`src/rtl/memmap_pkg.sv`:
```
// Constants, types and register layout of the boot remap memory map.
// Assumes a 32-bit processor address bus and a 32-bit classic Wishbone bus.
package memmap_pkg;

  ////////////////////////////////////////////////////////////////////////////
  // Widths
  localparam int ADDR_W = 32;
  localparam int DATA_W = 32;
  localparam int SEL_W = 4;
  localparam int OFF_W = 19;       // Largest region is 512 KB
  localparam int NUM_REGION = 9;   // Flash alias counts as its own window
  localparam int NUM_TARGET = 8;
  localparam int NUM_BANK = 5;
  localparam int IRQ_W = 8;
  localparam int PIN_W = 4;        // io wake, rtc wake, reset pin, undervoltage
  localparam int HDR_WORDS = 4;
  localparam int HDR_IDX_W = 2;

  ////////////////////////////////////////////////////////////////////////////
  // Region windows, index order equals target order; alias last
  localparam int RGN_RESERVED_ROM = 0;
  localparam int RGN_BOOT_ROM = 1;
  localparam int RGN_SRAM_A = 2;
  localparam int RGN_SRAM_E = 6;
  localparam int RGN_FLASH = 7;
  localparam int RGN_FLASH_ALIAS = 8;
  localparam logic [ADDR_W-1:0] REGION_BASE [NUM_REGION] = '{
    32'h1000_0000, 32'h1000_2000, 32'h1FFF_0000, 32'h1FFF_8000, 32'h2000_0000,
    32'h2001_0000, 32'h2001_2000, 32'h1100_0000, 32'h6000_0000};
  localparam logic [ADDR_W-1:0] REGION_SIZE [NUM_REGION] = '{
    32'h0000_2000, 32'h0001_E000, 32'h0000_8000, 32'h0000_8000, 32'h0001_0000,
    32'h0000_2000, 32'h0000_0800, 32'h0008_0000, 32'h0008_0000};
  localparam logic [ADDR_W-1:0] REMAP_WINDOW = 32'h0008_0000;
  localparam logic [OFF_W-1:0] FLASH_SMALL_SIZE = 19'h4_0000;

  ////////////////////////////////////////////////////////////////////////////
  // Register offsets (byte addresses) and fields
  localparam int REG_ADR_W = 8;
  localparam logic [REG_ADR_W-1:0] REG_REMAP_CTRL = 8'h00;
  localparam logic [REG_ADR_W-1:0] REG_RETENTION = 8'h04;
  localparam logic [REG_ADR_W-1:0] REG_POWER_CTRL = 8'h08;
  localparam logic [REG_ADR_W-1:0] REG_WAKE_SEL = 8'h0C;
  localparam logic [REG_ADR_W-1:0] REG_SAVED_MODE = 8'h10;
  localparam logic [REG_ADR_W-1:0] REG_SAVED_VECTOR = 8'h14;
  localparam logic [REG_ADR_W-1:0] REG_STATUS = 8'h18;
  localparam logic [REG_ADR_W-1:0] REG_HDR_BASE = 8'h1C;
  localparam logic [REG_ADR_W-1:0] REG_HDR_LEN = 8'h20;
  localparam int FLD_REMAP_LSB = 0;
  localparam int FLD_FLASH_512 = 2;
  localparam int FLD_DUAL_WIRE = 3;
  localparam int FLD_PWR_REQ_LSB = 0;
  localparam int FLD_KEEP_LSB = 4;
  localparam int KEEP_W = 4;       // slow rc, slow crystal, comparator, rtc
  localparam logic [1:0] PWR_REQ_SLEEP = 2'h1;
  localparam logic [1:0] PWR_REQ_OFF = 2'h2;

  // Reset values
  localparam logic [NUM_BANK-1:0] RETENTION_RST = 5'h1F;
  localparam logic [IRQ_W-1:0] WAKE_SEL_RST = 8'hFF;
  localparam logic [ADDR_W-1:0] VECTOR_RST = 32'h0000_0000;

  // Flash header layout, byte offsets within the flash
  localparam logic [OFF_W-1:0] HDR_MODE_OFF = 19'h0_0000;
  localparam logic [OFF_W-1:0] HDR_WORD_STEP = 19'h0_0004;
  localparam logic [HDR_IDX_W-1:0] HDR_IDX_BASE = 2'h1;
  localparam logic [HDR_IDX_W-1:0] HDR_IDX_LEN = 2'h2;
  localparam logic [HDR_IDX_W-1:0] HDR_IDX_LAST = 2'h3;

  ////////////////////////////////////////////////////////////////////////////
  // Enumerations; remap order gives codes 0, 1, 2
  typedef enum logic [1:0] {REMAP_BOOT_ROM, REMAP_SRAM, REMAP_FLASH} remap_t;
  typedef enum logic [1:0] {PWR_NORMAL, PWR_SLEEP, PWR_OFF} power_state_t;
  typedef enum logic [1:0] {HDR_IDLE, HDR_READ, HDR_DONE} hdr_state_t;

  ////////////////////////////////////////////////////////////////////////////
  // Carriers
  typedef struct packed {
    logic valid;
    logic we;
    logic [ADDR_W-1:0] addr;
  } cpu_req_t;

  typedef struct packed {
    logic valid;
    logic we;
    logic err;
    logic [NUM_TARGET-1:0] sel;
    logic [OFF_W-1:0] offset;
  } mem_req_t;

  typedef struct packed {
    logic cyc;
    logic stb;
    logic we;
    logic [ADDR_W-1:0] adr;
    logic [SEL_W-1:0] sel;
    logic [DATA_W-1:0] dat;
  } wb_req_t;

  typedef struct packed {
    logic ack;
    logic err;
    logic [DATA_W-1:0] dat;
  } wb_rsp_t;

  typedef struct packed {
    logic fast_rc_osc;
    logic slow_rc_osc;
    logic slow_crystal_osc;
    logic bandgap;
    logic low_current_regulator;
    logic dcdc;
    logic core_regulator;
    logic charge_pump;
    logic comparator;
    logic rtc;
  } power_sw_t;

endpackage

```
`src/rtl/boot_remap_memory_map.sv`:
```
// System address decoder with boot remap, flash header check and the
// sleep/off bookkeeping of mode and remap.
// Assumes one clock mclk, processor requests on the same clock, wake pins
// asynchronous, and a flash read port that answers with a one-cycle ack.
//
// The Wishbone slave port and the address map were chosen for this implementation.
`timescale 1ns/1ps

// Functional notes
// - Boot ROM sits at zero while booting
// - Mirror mode aliases one SRAM bank at zero
// - Flash mode aliases flash at zero
// - Remap 0 boot ROM, 1 SRAM, 2 flash
// - Reserved ROM 8 KB, boot ROM 120 KB
// - First two 32 KB SRAM banks contiguous
// - Banks of 64, 8 and 2 KB
// - Flash at 1100_0000 and alias 6000_0000
// - Flash 256/512 KB, two-wire reads
// - Per-bank retention; banks take code and data
// - Valid header runs program, else programming mode
// - Wait instruction gates core clock until wake
// - Sleep and off have their own wake sources
// - Save mode, remap and vector before sleep
// - Wake restarts in boot mode, state kept
// - Power switches follow normal, sleep, off
module boot_remap_memory_map #(
  parameter logic [31:0] PRODUCT_MODE_VALID = 32'h5A5A_0001 // Arbitrary value
) (
  // Clock and reset
  input wire logic mclk,
  input wire logic rst_n,
  // Processor access in, decoded access out
  input wire memmap_pkg::cpu_req_t cpu_req,
  output memmap_pkg::mem_req_t mem_req,
  // Register bus
  input wire memmap_pkg::wb_req_t wb_req,
  output memmap_pkg::wb_rsp_t wb_rsp,
  // Flash header read port
  output logic flash_rd_req,
  output logic [memmap_pkg::OFF_W-1:0] flash_rd_addr,
  input wire logic [memmap_pkg::DATA_W-1:0] flash_rd_data,
  input wire logic flash_rd_ack,
  output logic flash_dual_wire,
  // Core clock gating
  input wire logic cpu_wait,
  input wire logic [memmap_pkg::IRQ_W-1:0] irq_event,
  output logic core_clk_en,
  // Wake pins: io, rtc, reset pin, undervoltage
  input wire logic [memmap_pkg::PIN_W-1:0] wake_pin,
  // Power and boot state
  output memmap_pkg::power_sw_t power_sw,
  output logic [memmap_pkg::NUM_BANK-1:0] sram_on,
  output logic [memmap_pkg::NUM_BANK-1:0] sram_retain,
  output logic run_normal,
  output logic prog_mode
);
  import memmap_pkg::*;

  ////////////////////////////////////////////////////////////////////////////
  // Declarations
  remap_t remap;                         // Region at address zero
  logic flash_512;                       // Flash is 512 KB when set
  logic [NUM_BANK-1:0] retention;        // Per-bank retention enables
  logic [KEEP_W-1:0] sleep_keep;         // Optional blocks kept in sleep
  logic [IRQ_W-1:0] wake_sel;            // Events that restart the core
  remap_t saved_remap;                   // Remap captured before sleep
  logic saved_flash_mode;                // Flash mode captured before sleep
  logic [ADDR_W-1:0] saved_vector;       // Vector location for the return
  power_state_t pwr_state;               // Normal, sleep or off
  logic core_gated;                      // Core clock stopped
  logic woke;                            // Set on a wake from sleep or off
  hdr_state_t hdr_state;                 // Header check progress
  logic hdr_start;                       // Request a fresh header check
  logic [HDR_IDX_W-1:0] hdr_idx;         // Header word being read
  logic [DATA_W-1:0] hdr_mode;           // Chip mode word
  logic [DATA_W-1:0] hdr_base;           // Code base address
  logic [DATA_W-1:0] hdr_len;            // Code length
  logic [DATA_W-1:0] hdr_boot;           // Mirror or flash selection
  logic [PIN_W-1:0] pin_meta;            // First synchroniser stage
  logic [PIN_W-1:0] pin_sync;            // Second stage, safe to read
  logic wake_io, wake_rtc, wake_rst, wake_uvlo;
  logic sleep_exit, off_exit;
  logic wb_access, wb_write, reg_hit;
  logic [REG_ADR_W-1:0] reg_adr;
  logic [DATA_W-1:0] next_rdata;
  logic [ADDR_W-1:0] remap_base, eff_addr;
  logic [NUM_REGION-1:0] rgn_hit;
  logic [OFF_W-1:0] rgn_off [NUM_REGION];
  mem_req_t next_mem;
  logic hdr_ok;

  ////////////////////////////////////////////////////////////////////////////
  // Wake pins cross in through two flip-flops
  always_ff @(posedge mclk or negedge rst_n) begin
    if (!rst_n) begin
      pin_meta <= '0;
      pin_sync <= '0;
    end else begin
      pin_meta <= wake_pin;
      pin_sync <= pin_meta;
    end
  end

  assign wake_io = pin_sync[0];
  assign wake_rtc = pin_sync[1];
  assign wake_rst = pin_sync[2];
  assign wake_uvlo = pin_sync[3];
  // The rtc cannot end the off state; everything is powered down there
  assign sleep_exit = wake_io | wake_rtc | wake_rst | wake_uvlo;
  assign off_exit = wake_io | wake_rst | wake_uvlo;

  ////////////////////////////////////////////////////////////////////////////
  // Register bus decode
  assign wb_access = wb_req.cyc && wb_req.stb && !wb_rsp.ack && !wb_rsp.err;
  assign wb_write = wb_access && wb_req.we && reg_hit;
  assign reg_adr = wb_req.adr[REG_ADR_W-1:0];

  // Read mux; also tells whether the offset is mapped
  always_comb begin
    reg_hit = 1'b1;
    next_rdata = '0;
    unique case (reg_adr)
      REG_REMAP_CTRL: begin
        next_rdata[FLD_REMAP_LSB +: 2] = remap;
        next_rdata[FLD_FLASH_512] = flash_512;
        next_rdata[FLD_DUAL_WIRE] = flash_dual_wire;
      end
      REG_RETENTION: next_rdata[NUM_BANK-1:0] = retention;
      REG_POWER_CTRL: next_rdata[FLD_KEEP_LSB +: KEEP_W] = sleep_keep;
      REG_WAKE_SEL: next_rdata[IRQ_W-1:0] = wake_sel;
      REG_SAVED_MODE: begin
        next_rdata[FLD_REMAP_LSB +: 2] = saved_remap;
        next_rdata[FLD_FLASH_512] = saved_flash_mode;
      end
      REG_SAVED_VECTOR: next_rdata = saved_vector;
      REG_STATUS: begin
        next_rdata[1:0] = pwr_state;
        next_rdata[2] = (hdr_state == HDR_DONE);
        next_rdata[3] = run_normal;
        next_rdata[4] = prog_mode;
        next_rdata[5] = woke;
        next_rdata[6] = core_gated;
        next_rdata[9:8] = hdr_boot[1:0];
      end
      REG_HDR_BASE: next_rdata = hdr_base;
      REG_HDR_LEN: next_rdata = hdr_len;
      // Anything else is not a register
      default: reg_hit = 1'b0;
    endcase
  end

  // One-cycle answer; ack or err drops in the following cycle
  always_ff @(posedge mclk or negedge rst_n) begin
    if (!rst_n) begin
      wb_rsp <= '0;
    end else begin
      wb_rsp.ack <= wb_access && reg_hit;
      wb_rsp.err <= wb_access && !reg_hit;
      wb_rsp.dat <= (wb_access && reg_hit && !wb_req.we) ? next_rdata : '0;
    end
  end

  ////////////////////////////////////////////////////////////////////////////
  // Remap and flash configuration
  // A wake forces boot ROM back to zero; software restores the saved choice
  always_ff @(posedge mclk or negedge rst_n) begin
    if (!rst_n) begin
      remap <= REMAP_BOOT_ROM;
      flash_512 <= 1'b1;
      flash_dual_wire <= 1'b1;
    end else if (pwr_state != PWR_NORMAL) begin
      if ((pwr_state == PWR_SLEEP && sleep_exit) || (pwr_state == PWR_OFF && off_exit)) begin
        remap <= REMAP_BOOT_ROM;
      end
    end else if (wb_write && reg_adr == REG_REMAP_CTRL && wb_req.sel[0]) begin
      // Code 3 names no region and leaves the field unchanged
      if (wb_req.dat[FLD_REMAP_LSB +: 2] != 2'h3) begin
        remap <= remap_t'(wb_req.dat[FLD_REMAP_LSB +: 2]);
      end
      flash_512 <= wb_req.dat[FLD_FLASH_512];
      flash_dual_wire <= wb_req.dat[FLD_DUAL_WIRE];
    end
  end

  ////////////////////////////////////////////////////////////////////////////
  // Retention, wake selection and saved vector registers
  always_ff @(posedge mclk or negedge rst_n) begin
    if (!rst_n) begin
      retention <= RETENTION_RST;
      sleep_keep <= '0;
      wake_sel <= WAKE_SEL_RST;
      saved_vector <= VECTOR_RST;
    end else if (wb_write && wb_req.sel[0]) begin
      if (reg_adr == REG_RETENTION) begin
        retention <= wb_req.dat[NUM_BANK-1:0];
      end
      if (reg_adr == REG_POWER_CTRL) begin
        sleep_keep <= wb_req.dat[FLD_KEEP_LSB +: KEEP_W];
      end
      if (reg_adr == REG_WAKE_SEL) begin
        wake_sel <= wb_req.dat[IRQ_W-1:0];
      end
      if (reg_adr == REG_SAVED_VECTOR) begin
        saved_vector <= wb_req.dat;
      end
    end
  end

  ////////////////////////////////////////////////////////////////////////////
  // Power state: entry by a write, exit by the state's own wake sources
  always_ff @(posedge mclk or negedge rst_n) begin
    if (!rst_n) begin
      pwr_state <= PWR_NORMAL;
      saved_remap <= REMAP_BOOT_ROM;
      saved_flash_mode <= 1'b0;
    end else begin
      unique case (pwr_state)
        PWR_NORMAL: begin
          if (wb_write && reg_adr == REG_POWER_CTRL && wb_req.sel[0]) begin
            if (wb_req.dat[FLD_PWR_REQ_LSB +: 2] == PWR_REQ_SLEEP) begin
              pwr_state <= PWR_SLEEP;
            end else if (wb_req.dat[FLD_PWR_REQ_LSB +: 2] == PWR_REQ_OFF) begin
              pwr_state <= PWR_OFF;
            end
            // Capture the mode so the boot code can rebuild it after wake
            saved_remap <= remap;
            saved_flash_mode <= (remap == REMAP_FLASH);
          end
        end
        PWR_SLEEP: begin
          if (sleep_exit) begin
            pwr_state <= PWR_NORMAL;
          end
        end
        PWR_OFF: begin
          if (off_exit) begin
            pwr_state <= PWR_NORMAL;
          end
        end
        default: pwr_state <= PWR_NORMAL;
      endcase
    end
  end

  // Wake flag: set on exit, cleared when software rewrites the remap;
  // the set wins so a wake in the clearing cycle still shows
  always_ff @(posedge mclk or negedge rst_n) begin
    if (!rst_n) begin
      woke <= 1'b0;
    end else if (hdr_start) begin
      woke <= 1'b1;
    end else if (wb_write && reg_adr == REG_REMAP_CTRL) begin
      woke <= 1'b0;
    end
  end

  ////////////////////////////////////////////////////////////////////////////
  // Core clock gate; a selected event in the wait cycle keeps the core running
  always_ff @(posedge mclk or negedge rst_n) begin
    if (!rst_n) begin
      core_gated <= 1'b0;
    end else if (|(irq_event & wake_sel)) begin
      core_gated <= 1'b0;
    end else if (cpu_wait) begin
      core_gated <= 1'b1;
    end
  end

  assign core_clk_en = !core_gated && (pwr_state == PWR_NORMAL);

  ////////////////////////////////////////////////////////////////////////////
  // Power switches and SRAM supplies, registered from the power state
  always_ff @(posedge mclk or negedge rst_n) begin
    if (!rst_n) begin
      power_sw <= '1;
      sram_on <= '1;
      sram_retain <= '0;
    end else begin
      unique case (pwr_state)
        PWR_NORMAL: begin
          power_sw <= '1;
          sram_on <= '1;
          sram_retain <= '0;
        end
        PWR_SLEEP: begin
          // Only the low-current regulator and chosen slow blocks stay up
          power_sw <= '0;
          power_sw.low_current_regulator <= 1'b1;
          power_sw.slow_rc_osc <= sleep_keep[0];
          power_sw.slow_crystal_osc <= sleep_keep[1];
          power_sw.comparator <= sleep_keep[2];
          power_sw.rtc <= sleep_keep[3];
          sram_on <= '0;
          sram_retain <= retention;
        end
        PWR_OFF: begin
          power_sw <= '0;
          sram_on <= '0;
          sram_retain <= '0;
        end
        default: power_sw <= '1;
      endcase
    end
  end

  ////////////////////////////////////////////////////////////////////////////
  // Flash header check after reset and after every wake
  assign hdr_start = (pwr_state == PWR_SLEEP) ? sleep_exit : (pwr_state == PWR_OFF) && off_exit;
  // Layout of the header is the flash image's business; only the checks are ours
  assign hdr_ok = (hdr_mode == PRODUCT_MODE_VALID) && (hdr_len != '0)
    && hdr_len <= (flash_512 ? REGION_SIZE[RGN_FLASH] : {13'h0000, FLASH_SMALL_SIZE});

  always_ff @(posedge mclk or negedge rst_n) begin
    if (!rst_n) begin
      hdr_state <= HDR_IDLE;
      hdr_idx <= '0;
      flash_rd_req <= 1'b0;
      flash_rd_addr <= HDR_MODE_OFF;
      hdr_mode <= '0;
      hdr_base <= '0;
      hdr_len <= '0;
      hdr_boot <= '0;
      run_normal <= 1'b0;
      prog_mode <= 1'b0;
    end else if (hdr_start) begin
      hdr_state <= HDR_IDLE;
      run_normal <= 1'b0;
      prog_mode <= 1'b0;
    end else begin
      unique case (hdr_state)
        HDR_IDLE: begin
          hdr_idx <= '0;
          flash_rd_addr <= HDR_MODE_OFF;
          flash_rd_req <= 1'b1;
          hdr_state <= HDR_READ;
        end
        HDR_READ: begin
          if (flash_rd_ack) begin
            unique case (hdr_idx)
              '0: hdr_mode <= flash_rd_data;
              HDR_IDX_BASE: hdr_base <= flash_rd_data;
              HDR_IDX_LEN: hdr_len <= flash_rd_data;
              default: hdr_boot <= flash_rd_data;
            endcase
            if (hdr_idx == HDR_IDX_LAST) begin
              flash_rd_req <= 1'b0;
              hdr_state <= HDR_DONE;
            end else begin
              hdr_idx <= hdr_idx + 1'b1;
              flash_rd_addr <= flash_rd_addr + HDR_WORD_STEP;
            end
          end
        end
        HDR_DONE: begin
          run_normal <= hdr_ok;
          prog_mode <= !hdr_ok;
        end
        default: hdr_state <= HDR_IDLE;
      endcase
    end
  end

  ////////////////////////////////////////////////////////////////////////////
  // Address decode; the low window is shifted onto the remapped region
  always_comb begin
    unique case (remap)
      REMAP_SRAM: remap_base = REGION_BASE[RGN_SRAM_A + 2];
      REMAP_FLASH: remap_base = REGION_BASE[RGN_FLASH];
      default: remap_base = REGION_BASE[RGN_BOOT_ROM];
    endcase
    // Exactly one region answers at zero, whichever remap is chosen
    eff_addr = cpu_req.addr < REMAP_WINDOW ? remap_base + cpu_req.addr : cpu_req.addr;
  end

  // One comparator per window: ROMs, five banks, flash and its alias
  for (genvar r = 0; r < NUM_REGION; r++) begin : g_rgn
    region_decoder #(
      .BASE(REGION_BASE[r]),
      .SIZE(REGION_SIZE[r])
    ) region_decoder_inst (
      .addr(eff_addr),
      .hit(rgn_hit[r]),
      .offset(rgn_off[r])
    );
  end

  // Select, offset and error; banks take fetches and data alike
  always_comb begin
    next_mem = '0;
    next_mem.valid = cpu_req.valid;
    next_mem.we = cpu_req.we;
    for (int r = 0; r < NUM_TARGET; r++) begin
      if (rgn_hit[r]) begin
        next_mem.sel[r] = 1'b1;
        next_mem.offset = rgn_off[r];
      end
    end
    if (rgn_hit[RGN_FLASH_ALIAS]) begin
      next_mem.sel[RGN_FLASH] = 1'b1;
      next_mem.offset = rgn_off[RGN_FLASH_ALIAS];
    end
    // The upper half of a small flash is not there
    if (next_mem.sel[RGN_FLASH] && !flash_512 && next_mem.offset >= FLASH_SMALL_SIZE) begin
      next_mem.sel = '0;
    end
    if (cpu_req.valid && next_mem.sel == '0) begin
      next_mem.err = 1'b1;
    end
    if (!cpu_req.valid) begin
      next_mem.sel = '0;
    end
  end

  // Registered decode result, one cycle after the request
  always_ff @(posedge mclk or negedge rst_n) begin
    if (!rst_n) begin
      mem_req <= '0;
    end else begin
      mem_req <= next_mem;
    end
  end

endmodule

```
`src/rtl/region_decoder.sv`:
```
// One address window comparator: hit and offset for a base and a size.
// Assumes base plus size does not wrap past the top of the address space.
`timescale 1ns/1ps
module region_decoder #(
  parameter logic [31:0] BASE = 32'h0000_0000,
  parameter logic [31:0] SIZE = 32'h0000_1000
) (
  // Address in
  input wire logic [memmap_pkg::ADDR_W-1:0] addr,
  // Match out
  output logic hit,
  output logic [memmap_pkg::OFF_W-1:0] offset
);
  import memmap_pkg::*;

  logic [ADDR_W-1:0] diff; // Distance from the window base

  // Plain range test; window sizes need not be powers of two
  always_comb begin
    diff = addr - BASE;
    hit = (addr >= BASE) && (diff < SIZE);
    offset = diff[OFF_W-1:0];
  end

endmodule

```
`config.mk`:
```
export PLATFORM = sky130hd
export DESIGN_NAME = boot_remap_memory_map
export DESIGN_NICKNAME = d
export VERILOG_FILES = /design/src/rtl/memmap_pkg.sv /design/src/rtl/boot_remap_memory_map.sv /design/src/rtl/region_decoder.sv
export SDC_FILE = /design/constraint.sdc
export NUM_CORES = 1
export LEC_CHECK = 0
export ABC_AREA = 1
export BUFFER_PORTS_ARGS = -buffer_cell sky130_fd_sc_hd__buf_2
export CAP_MARGIN = 10
export CORE_MARGIN = 3
export CORE_UTILIZATION = 40
export DETAILED_ROUTE_END_ITERATION = 8
export SLEW_MARGIN = 20
export SYNTH_ARGS = -nofsm -noshare
export SYNTH_HDL_FRONTEND = slang
export SYNTH_SLANG_ARGS = --single-unit
```
`constraint.sdc`:
```
create_clock -name mclk -period 3.35 [get_ports mclk]
set_clock_uncertainty 0.15 [all_clocks]
set_input_delay 0.67 -clock mclk [delete_from_list [all_inputs] [get_ports mclk]]
set_output_delay 0.67 -clock mclk [all_outputs]
set_load 0.02 [all_outputs]
```
==> report_table.html <==
<table>
<tr><th>Metric</th><th>Value</th></tr>
<tr><th colspan="2">Power</th></tr>
<tr><td>Power density normalized to cell area</td><td>503.8 nW/um^2</td></tr>
<tr><td>Worst vdd rail ir drop</td><td>0.5093 mV</td></tr>
<tr><td>Leak Pwr</td><td>9.766 nW</td></tr>
<tr><th colspan="2">Global route</th></tr>
<tr><td>Wire length of the first global-routing pass</td><td>76640 um</td></tr>
<tr><td>GRT Total Usage</td><td>0.2525</td></tr>
<tr><td>Number of antenna violations at the first check in global routing</td><td>3</td></tr>
<tr><td>Via count of the first global-routing pass</td><td>13910</td></tr>
<tr><td>Remaining global-route overflow</td><td>0</td></tr>
<tr><td>Largest net degree at the start of global routing</td><td>86</td></tr>
<tr><th colspan="2">Clock network</th></tr>
<tr><td>Clock tree from TritonCTS</td><td>yes</td></tr>
<tr><td>Clock root cell</td><td>sky130_fd_sc_hd__clkbuf_16</td></tr>
<tr><td>Clock Sinks</td><td>266</td></tr>
<tr><td>TritonCTS buffer count</td><td>30</td></tr>
<tr><td>Clock-pin slew on the worst setup and hold paths</td><td>0.06 ns</td></tr>
<tr><td>H-tree level count</td><td>1</td></tr>
<tr><td>Clock insertion delay at the later pin of the skew report</td><td>0.58 ns</td></tr>
<tr><td>Clock Tree Buf Depth</td><td>3</td></tr>
<tr><th colspan="2">STA</th></tr>
<tr><td>Fin crit share</td><td>1.041</td></tr>
<tr><td>Final hold vios</td><td>0</td></tr>
<tr><td>Worst Max-Slew Pin Slew</td><td>0.7764 ns</td></tr>
<tr><td>Final total negative setup slack</td><td>-2.110 ns</td></tr>
<tr><td>Highest attainable clock frequency</td><td>286.7 MHz</td></tr>
<tr><td>Final setup violation count</td><td>20</td></tr>
<tr><td>Final worst-path setup slack</td><td>-0.1386 ns</td></tr>
<tr><td>Setup repair after global routing missed its margin</td><td>true</td></tr>
<tr><td>Total count of max-transition violations in the final report</td><td>0</td></tr>
<tr><td>Final worst path period need</td><td>3.489 ns</td></tr>
<tr><td>Max-Slew Margin vs Limit</td><td>0.4804</td></tr>
<tr><th colspan="2">Floorplanning</th></tr>
<tr><td>Area inside the core boundary</td><td>34800 um^2</td></tr>
<tr><td>Top-level port count</td><td>261</td></tr>
<tr><td>Die height</td><td>194.8 um</td></tr>
<tr><td>Width of the die</td><td>194.8 um</td></tr>
<tr><td>Effective utilization at floorplan</td><td>0.4098</td></tr>
<tr><td>Die ar.</td><td>37950 um^2</td></tr>
<tr><td>Num rows</td><td>68</td></tr>
<tr><th colspan="2">Yosys</th></tr>
<tr><td>Post-synthesis sequential area ratio</td><td>0.4687</td></tr>
<tr><td>Count of synthesis-stage warnings from yosys</td><td>0</td></tr>
<tr><td>Post-synthesis instance total</td><td>1810</td></tr>
<tr><td>Netlist Area Pre-Place</td><td>14260 um^2</td></tr>
<tr><td>Syn avg cell area</td><td>7.878 um^2</td></tr>
<tr><td>Post-synth EDFFs</td><td>0</td></tr>
<tr><td>Prevailing post-synth register cell</td><td>sky130_fd_sc_hd__dfrtp_1</td></tr>
<tr><td>Share of async-settable or async-resettable flops after synthesis</td><td>1.000</td></tr>
<tr><td>#FFs+latches synth</td><td>266</td></tr>
<tr><td>Number of unique standard cell types used by synthesis</td><td>54</td></tr>
<tr><th colspan="2">Detailed routing</th></tr>
<tr><td>Detailed-route DRC error count</td><td>0</td></tr>
<tr><td>Aggregate routed wire length</td><td>49860 um</td></tr>
<tr><td>Highest metal used</td><td>met5</td></tr>
<tr><td>Via count</td><td>14140</td></tr>
<tr><td>Met3 wire len</td><td>2748 um</td></tr>
<tr><td>First drt pass iteration count</td><td>7</td></tr>
<tr><td>Detail Route Antenna Nets</td><td>0</td></tr>
<tr><td>Total length of routed met2 wires</td><td>23710 um</td></tr>
<tr><td>DRT met1 WL</td><td>21650 um</td></tr>
<tr><td>Iteration-0 DRC count of the detailed router</td><td>822</td></tr>
<tr><td>Detail-routed net length per standard cell</td><td>18.10 um</td></tr>
<tr><td>Via density</td><td>5.131</td></tr>
<tr><th colspan="2">Setup path</th></tr>
<tr><td>CP arrival</td><td>3.82 ns</td></tr>
<tr><td>Category of the worst setup path launch point</td><td>flop</td></tr>
<tr><td>Max FO, Critical Path</td><td>6</td></tr>
<tr><td>Start-to-end type of the worst setup path</td><td>reg -&gt; reg</td></tr>
<tr><td>Critical path capture point type</td><td>flop</td></tr>
<tr><td>Critical path required time</td><td>3.68 ns</td></tr>
<tr><th colspan="2">Placement</th></tr>
<tr><td>Post-Place Worst Slack</td><td>-0.5399 ns</td></tr>
<tr><td>Placer Congestion</td><td>0.9238</td></tr>
<tr><td>Port Buffers</td><td>231</td></tr>
<tr><td>HPWL after detailed placement</td><td>37800 um</td></tr>
<tr><th colspan="2">Worst hold path</th></tr>
<tr><td>Worst min path class</td><td>in -&gt; reg</td></tr>
<tr><th colspan="2">Status</th></tr>
<tr><td>Failing checks</td><td>setup timing</td></tr>
<tr><td>Status</td><td>complete, but fails checks</td></tr>
<tr><th colspan="2">Layout</th></tr>
<tr><td>Filler Cells Inserted</td><td>3246</td></tr>
<tr><td>Total Nets Final</td><td>2454</td></tr>
<tr><td>Area added between synthesis and finish</td><td>38.91%</td></tr>
<tr><td>Share of final-layout standard cells stronger than drive strength 1</td><td>0.3594</td></tr>
<tr><th colspan="2">Job</th></tr>
<tr><td>Count of maximum capacitance violations</td><td>0</td></tr>
</table>
-- where the power goes --
group / switching (mW) / internal, mW / total, mW / leakage [nW]
Combinational: 1.46 / 0.862 / 2.33 / 5.82
Sequential: 0.431 / 3.90 / 4.33 / 3.44
Clock: 1.34 / 1.98 / 3.32 / 0.503
-- cell type report --
| class | count | area [um^2] | area share |
|---|---|---|---|
| Inverter | 206 | 783.3 | 0.03954 |
| Clock inverter | 10 | 132.6 | 0.006695 |
| Clock buffer | 45 | 887.1 | 0.04478 |
| Tap cell | 455 | 569.3 | 0.02874 |
| Multi-Input combinational cell | 1275 | 7398 | 0.3735 |
| Sequential cell | 266 | 6685 | 0.3375 |
| Timing Repair Buffer | 496 | 3348 | 0.1690 |
| Antenna cell | 2 | 5.005 | 0.0002527 |
-- critical path: stages (launching register included) --
cell	delay, ns
sky130_fd_sc_hd__dfrtp_1	0.39
sky130_fd_sc_hd__inv_2	0.09
sky130_fd_sc_hd__ha_4	0.23
sky130_fd_sc_hd__ha_4	0.18
sky130_fd_sc_hd__ha_4	0.17
sky130_fd_sc_hd__buf_6	0.11
sky130_fd_sc_hd__xor2_1	0.15
sky130_fd_sc_hd__nand3_1	0.10
sky130_fd_sc_hd__nand2_2	0.13
sky130_fd_sc_hd__inv_4	0.06
sky130_fd_sc_hd__buf_4	0.13
sky130_fd_sc_hd__nand2_2	0.08
sky130_fd_sc_hd__nor2_4	0.07
sky130_fd_sc_hd__buf_4	0.14
sky130_fd_sc_hd__o21ai_2	0.14
sky130_fd_sc_hd__nand2_1	0.09
sky130_fd_sc_hd__nor2_2	0.17
sky130_fd_sc_hd__nand3_2	0.11
sky130_fd_sc_hd__nor2_4	0.17
sky130_fd_sc_hd__nand3_4	0.12
sky130_fd_sc_hd__nand4_4	0.11
sky130_fd_sc_hd__nor2_4	0.06
sky130_fd_sc_hd__clkbuf_16	0.16
sky130_fd_sc_hd__nor2_2	0.07
-- layer usage --
metal / global-route usage / up-vias
li1: - / 6813
met1: 0.3370 / 6799
met2: 0.4204 / 423
met3: 0.04247 / 98
met4: 0.08318 / 4
met5: 0 / -
-- logic make-up (layout without fill, tap and decap cells) --
logic type,after synthesis,count (layout),share of synthesized area
simple gates,931,931,0.2907
flops,266,266,0.4687
buf+inv,270,757,0.07853
fa+ha+maj,26,26,0.02281
xor+xnor,19,19,0.01167
compound gates,272,272,0.1076
mux,25,25,0.01974
other cells,1,4,0.0002630
-- cell usage in the layout, fill, tap and decap left out, drive strengths merged, types with 2 or more instances in the layout --
cell | netlist | routed
a211oi | 2 | 2
xor2 | 19 | 19
o211ai | 2 | 2
nor3 | 34 | 34
a31oi | 24 | 24
a41oi | 5 | 5
mux2 | 25 | 25
clkinv | 3 | 10
nand3b | 5 | 5
o2111ai | 3 | 3
nor4 | 14 | 14
a22oi | 2 | 2
o21a | 3 | 3
buf | 29 | 494
nand3 | 112 | 112
bufinv | 0 | 2
nor2 | 200 | 200
clkbuf | 35 | 46
nand4 | 34 | 34
nor3b | 3 | 3
conb | 1 | 2
diode | 0 | 2
a221oi | 9 | 9
o21ai | 184 | 184
dfrtp | 244 | 244
nand2 | 524 | 524
a32o | 3 | 3
dfstp | 22 | 22
a21oi | 30 | 30
clkinvlp | 0 | 2
inv | 203 | 202
or4 | 2 | 2
ha | 26 | 26
-- stage by stage --
step / hold slack (ns) / area (um^2) / total power [mW] / util / std cells
2_1_floorplan: 0.1812 / 14280 / 5.704 / - / 1811
3_3_place_gp: 0.1830 / 17500 / 6.525 / 0.5028 / 2661
3_5_place_dp: 0.1916 / 17510 / 6.598 / 0.5031 / 2661
4_1_cts: 0.01969 / 19020 / 9.999 / 0.5466 / 2735
5_1_grt: 0.02468 / 19810 / 10.59 / 0.5692 / 2754
6_report: 0.04870 / 19810 / 9.979 / 0.5693 / 2755
-- final timing paths --
check | start | end | slack (ns) | depth (start not counted)
worst min register to register | pin_meta[3]$_DFF_PN0_ | pin_sync[3]$_DFF_PN0_ | 0.20 | 0
worst max register to register | remap[0]$_DFFE_PN0P_ | mem_req[6]$_DFF_PN0_ | -0.14 | 23
min in group asynchronous | rst_n | mem_req[18]$_DFF_PN0_ | 0.55 | 2
worst max-delay path | remap[0]$_DFFE_PN0P_ | mem_req[6]$_DFF_PN0_ | -0.14 | 23
max in group asynchronous | rst_n | power_sw[0]$_DFF_PN1_ | 1.54 | 3
worst min-delay path | wake_pin[0] | pin_meta[0]$_DFF_PN0_ | 0.05 | 1
-- cell usage after synthesis, types with 14 or more instances --
cell                         n  share of area
sky130_fd_sc_hd__nor2_1    170          0.045
sky130_fd_sc_hd__nand2_2    20         0.0088
sky130_fd_sc_hd__ha_1       26          0.023
sky130_fd_sc_hd__nand3_1   105          0.037
sky130_fd_sc_hd__a21oi_1    30          0.011
sky130_fd_sc_hd__dfstp_2    22          0.041
sky130_fd_sc_hd__nand4_1    32          0.014
sky130_fd_sc_hd__o21ai_0   174          0.061
sky130_fd_sc_hd__nor2_2     21         0.0092
sky130_fd_sc_hd__xor2_1     19          0.012
sky130_fd_sc_hd__mux2_2     25          0.020
sky130_fd_sc_hd__nor4_1     14         0.0061
sky130_fd_sc_hd__buf_4      14         0.0074
sky130_fd_sc_hd__a31oi_1    24          0.011
sky130_fd_sc_hd__nor3_1     29          0.010
sky130_fd_sc_hd__clkbuf_1   35         0.0092
sky130_fd_sc_hd__nand2_1   500           0.13
sky130_fd_sc_hd__dfrtp_1   244           0.43
sky130_fd_sc_hd__inv_1     194          0.051
-- registers in the layout, indices dropped and copies added, names as in the netlist, 2 cells and up --
name	flops
wake_sel	8
remap	2
sram_retain	5
wb_rsp	34
hdr_state	2
power_sw	6
hdr_idx	2
hdr_len	32
flash_rd_addr	17
saved_vector	32
retention	5
pwr_state	2
saved_remap	2
hdr_boot	2
hdr_mode	32
sleep_keep	4
hdr_base	32
mem_req	30
pin_sync	4
pin_meta	4
-- what timing repair did --
item,in CTS,in global routing
pin swaps,48,58
cloned,0,1
resized for setup,82,151
buffers inserted,18,17
setup endpoints to repair,28,29
hold endpoints to repair,5,0
hold buffers,1,0
Note: power is estimated with default switching activity, not from simulation.
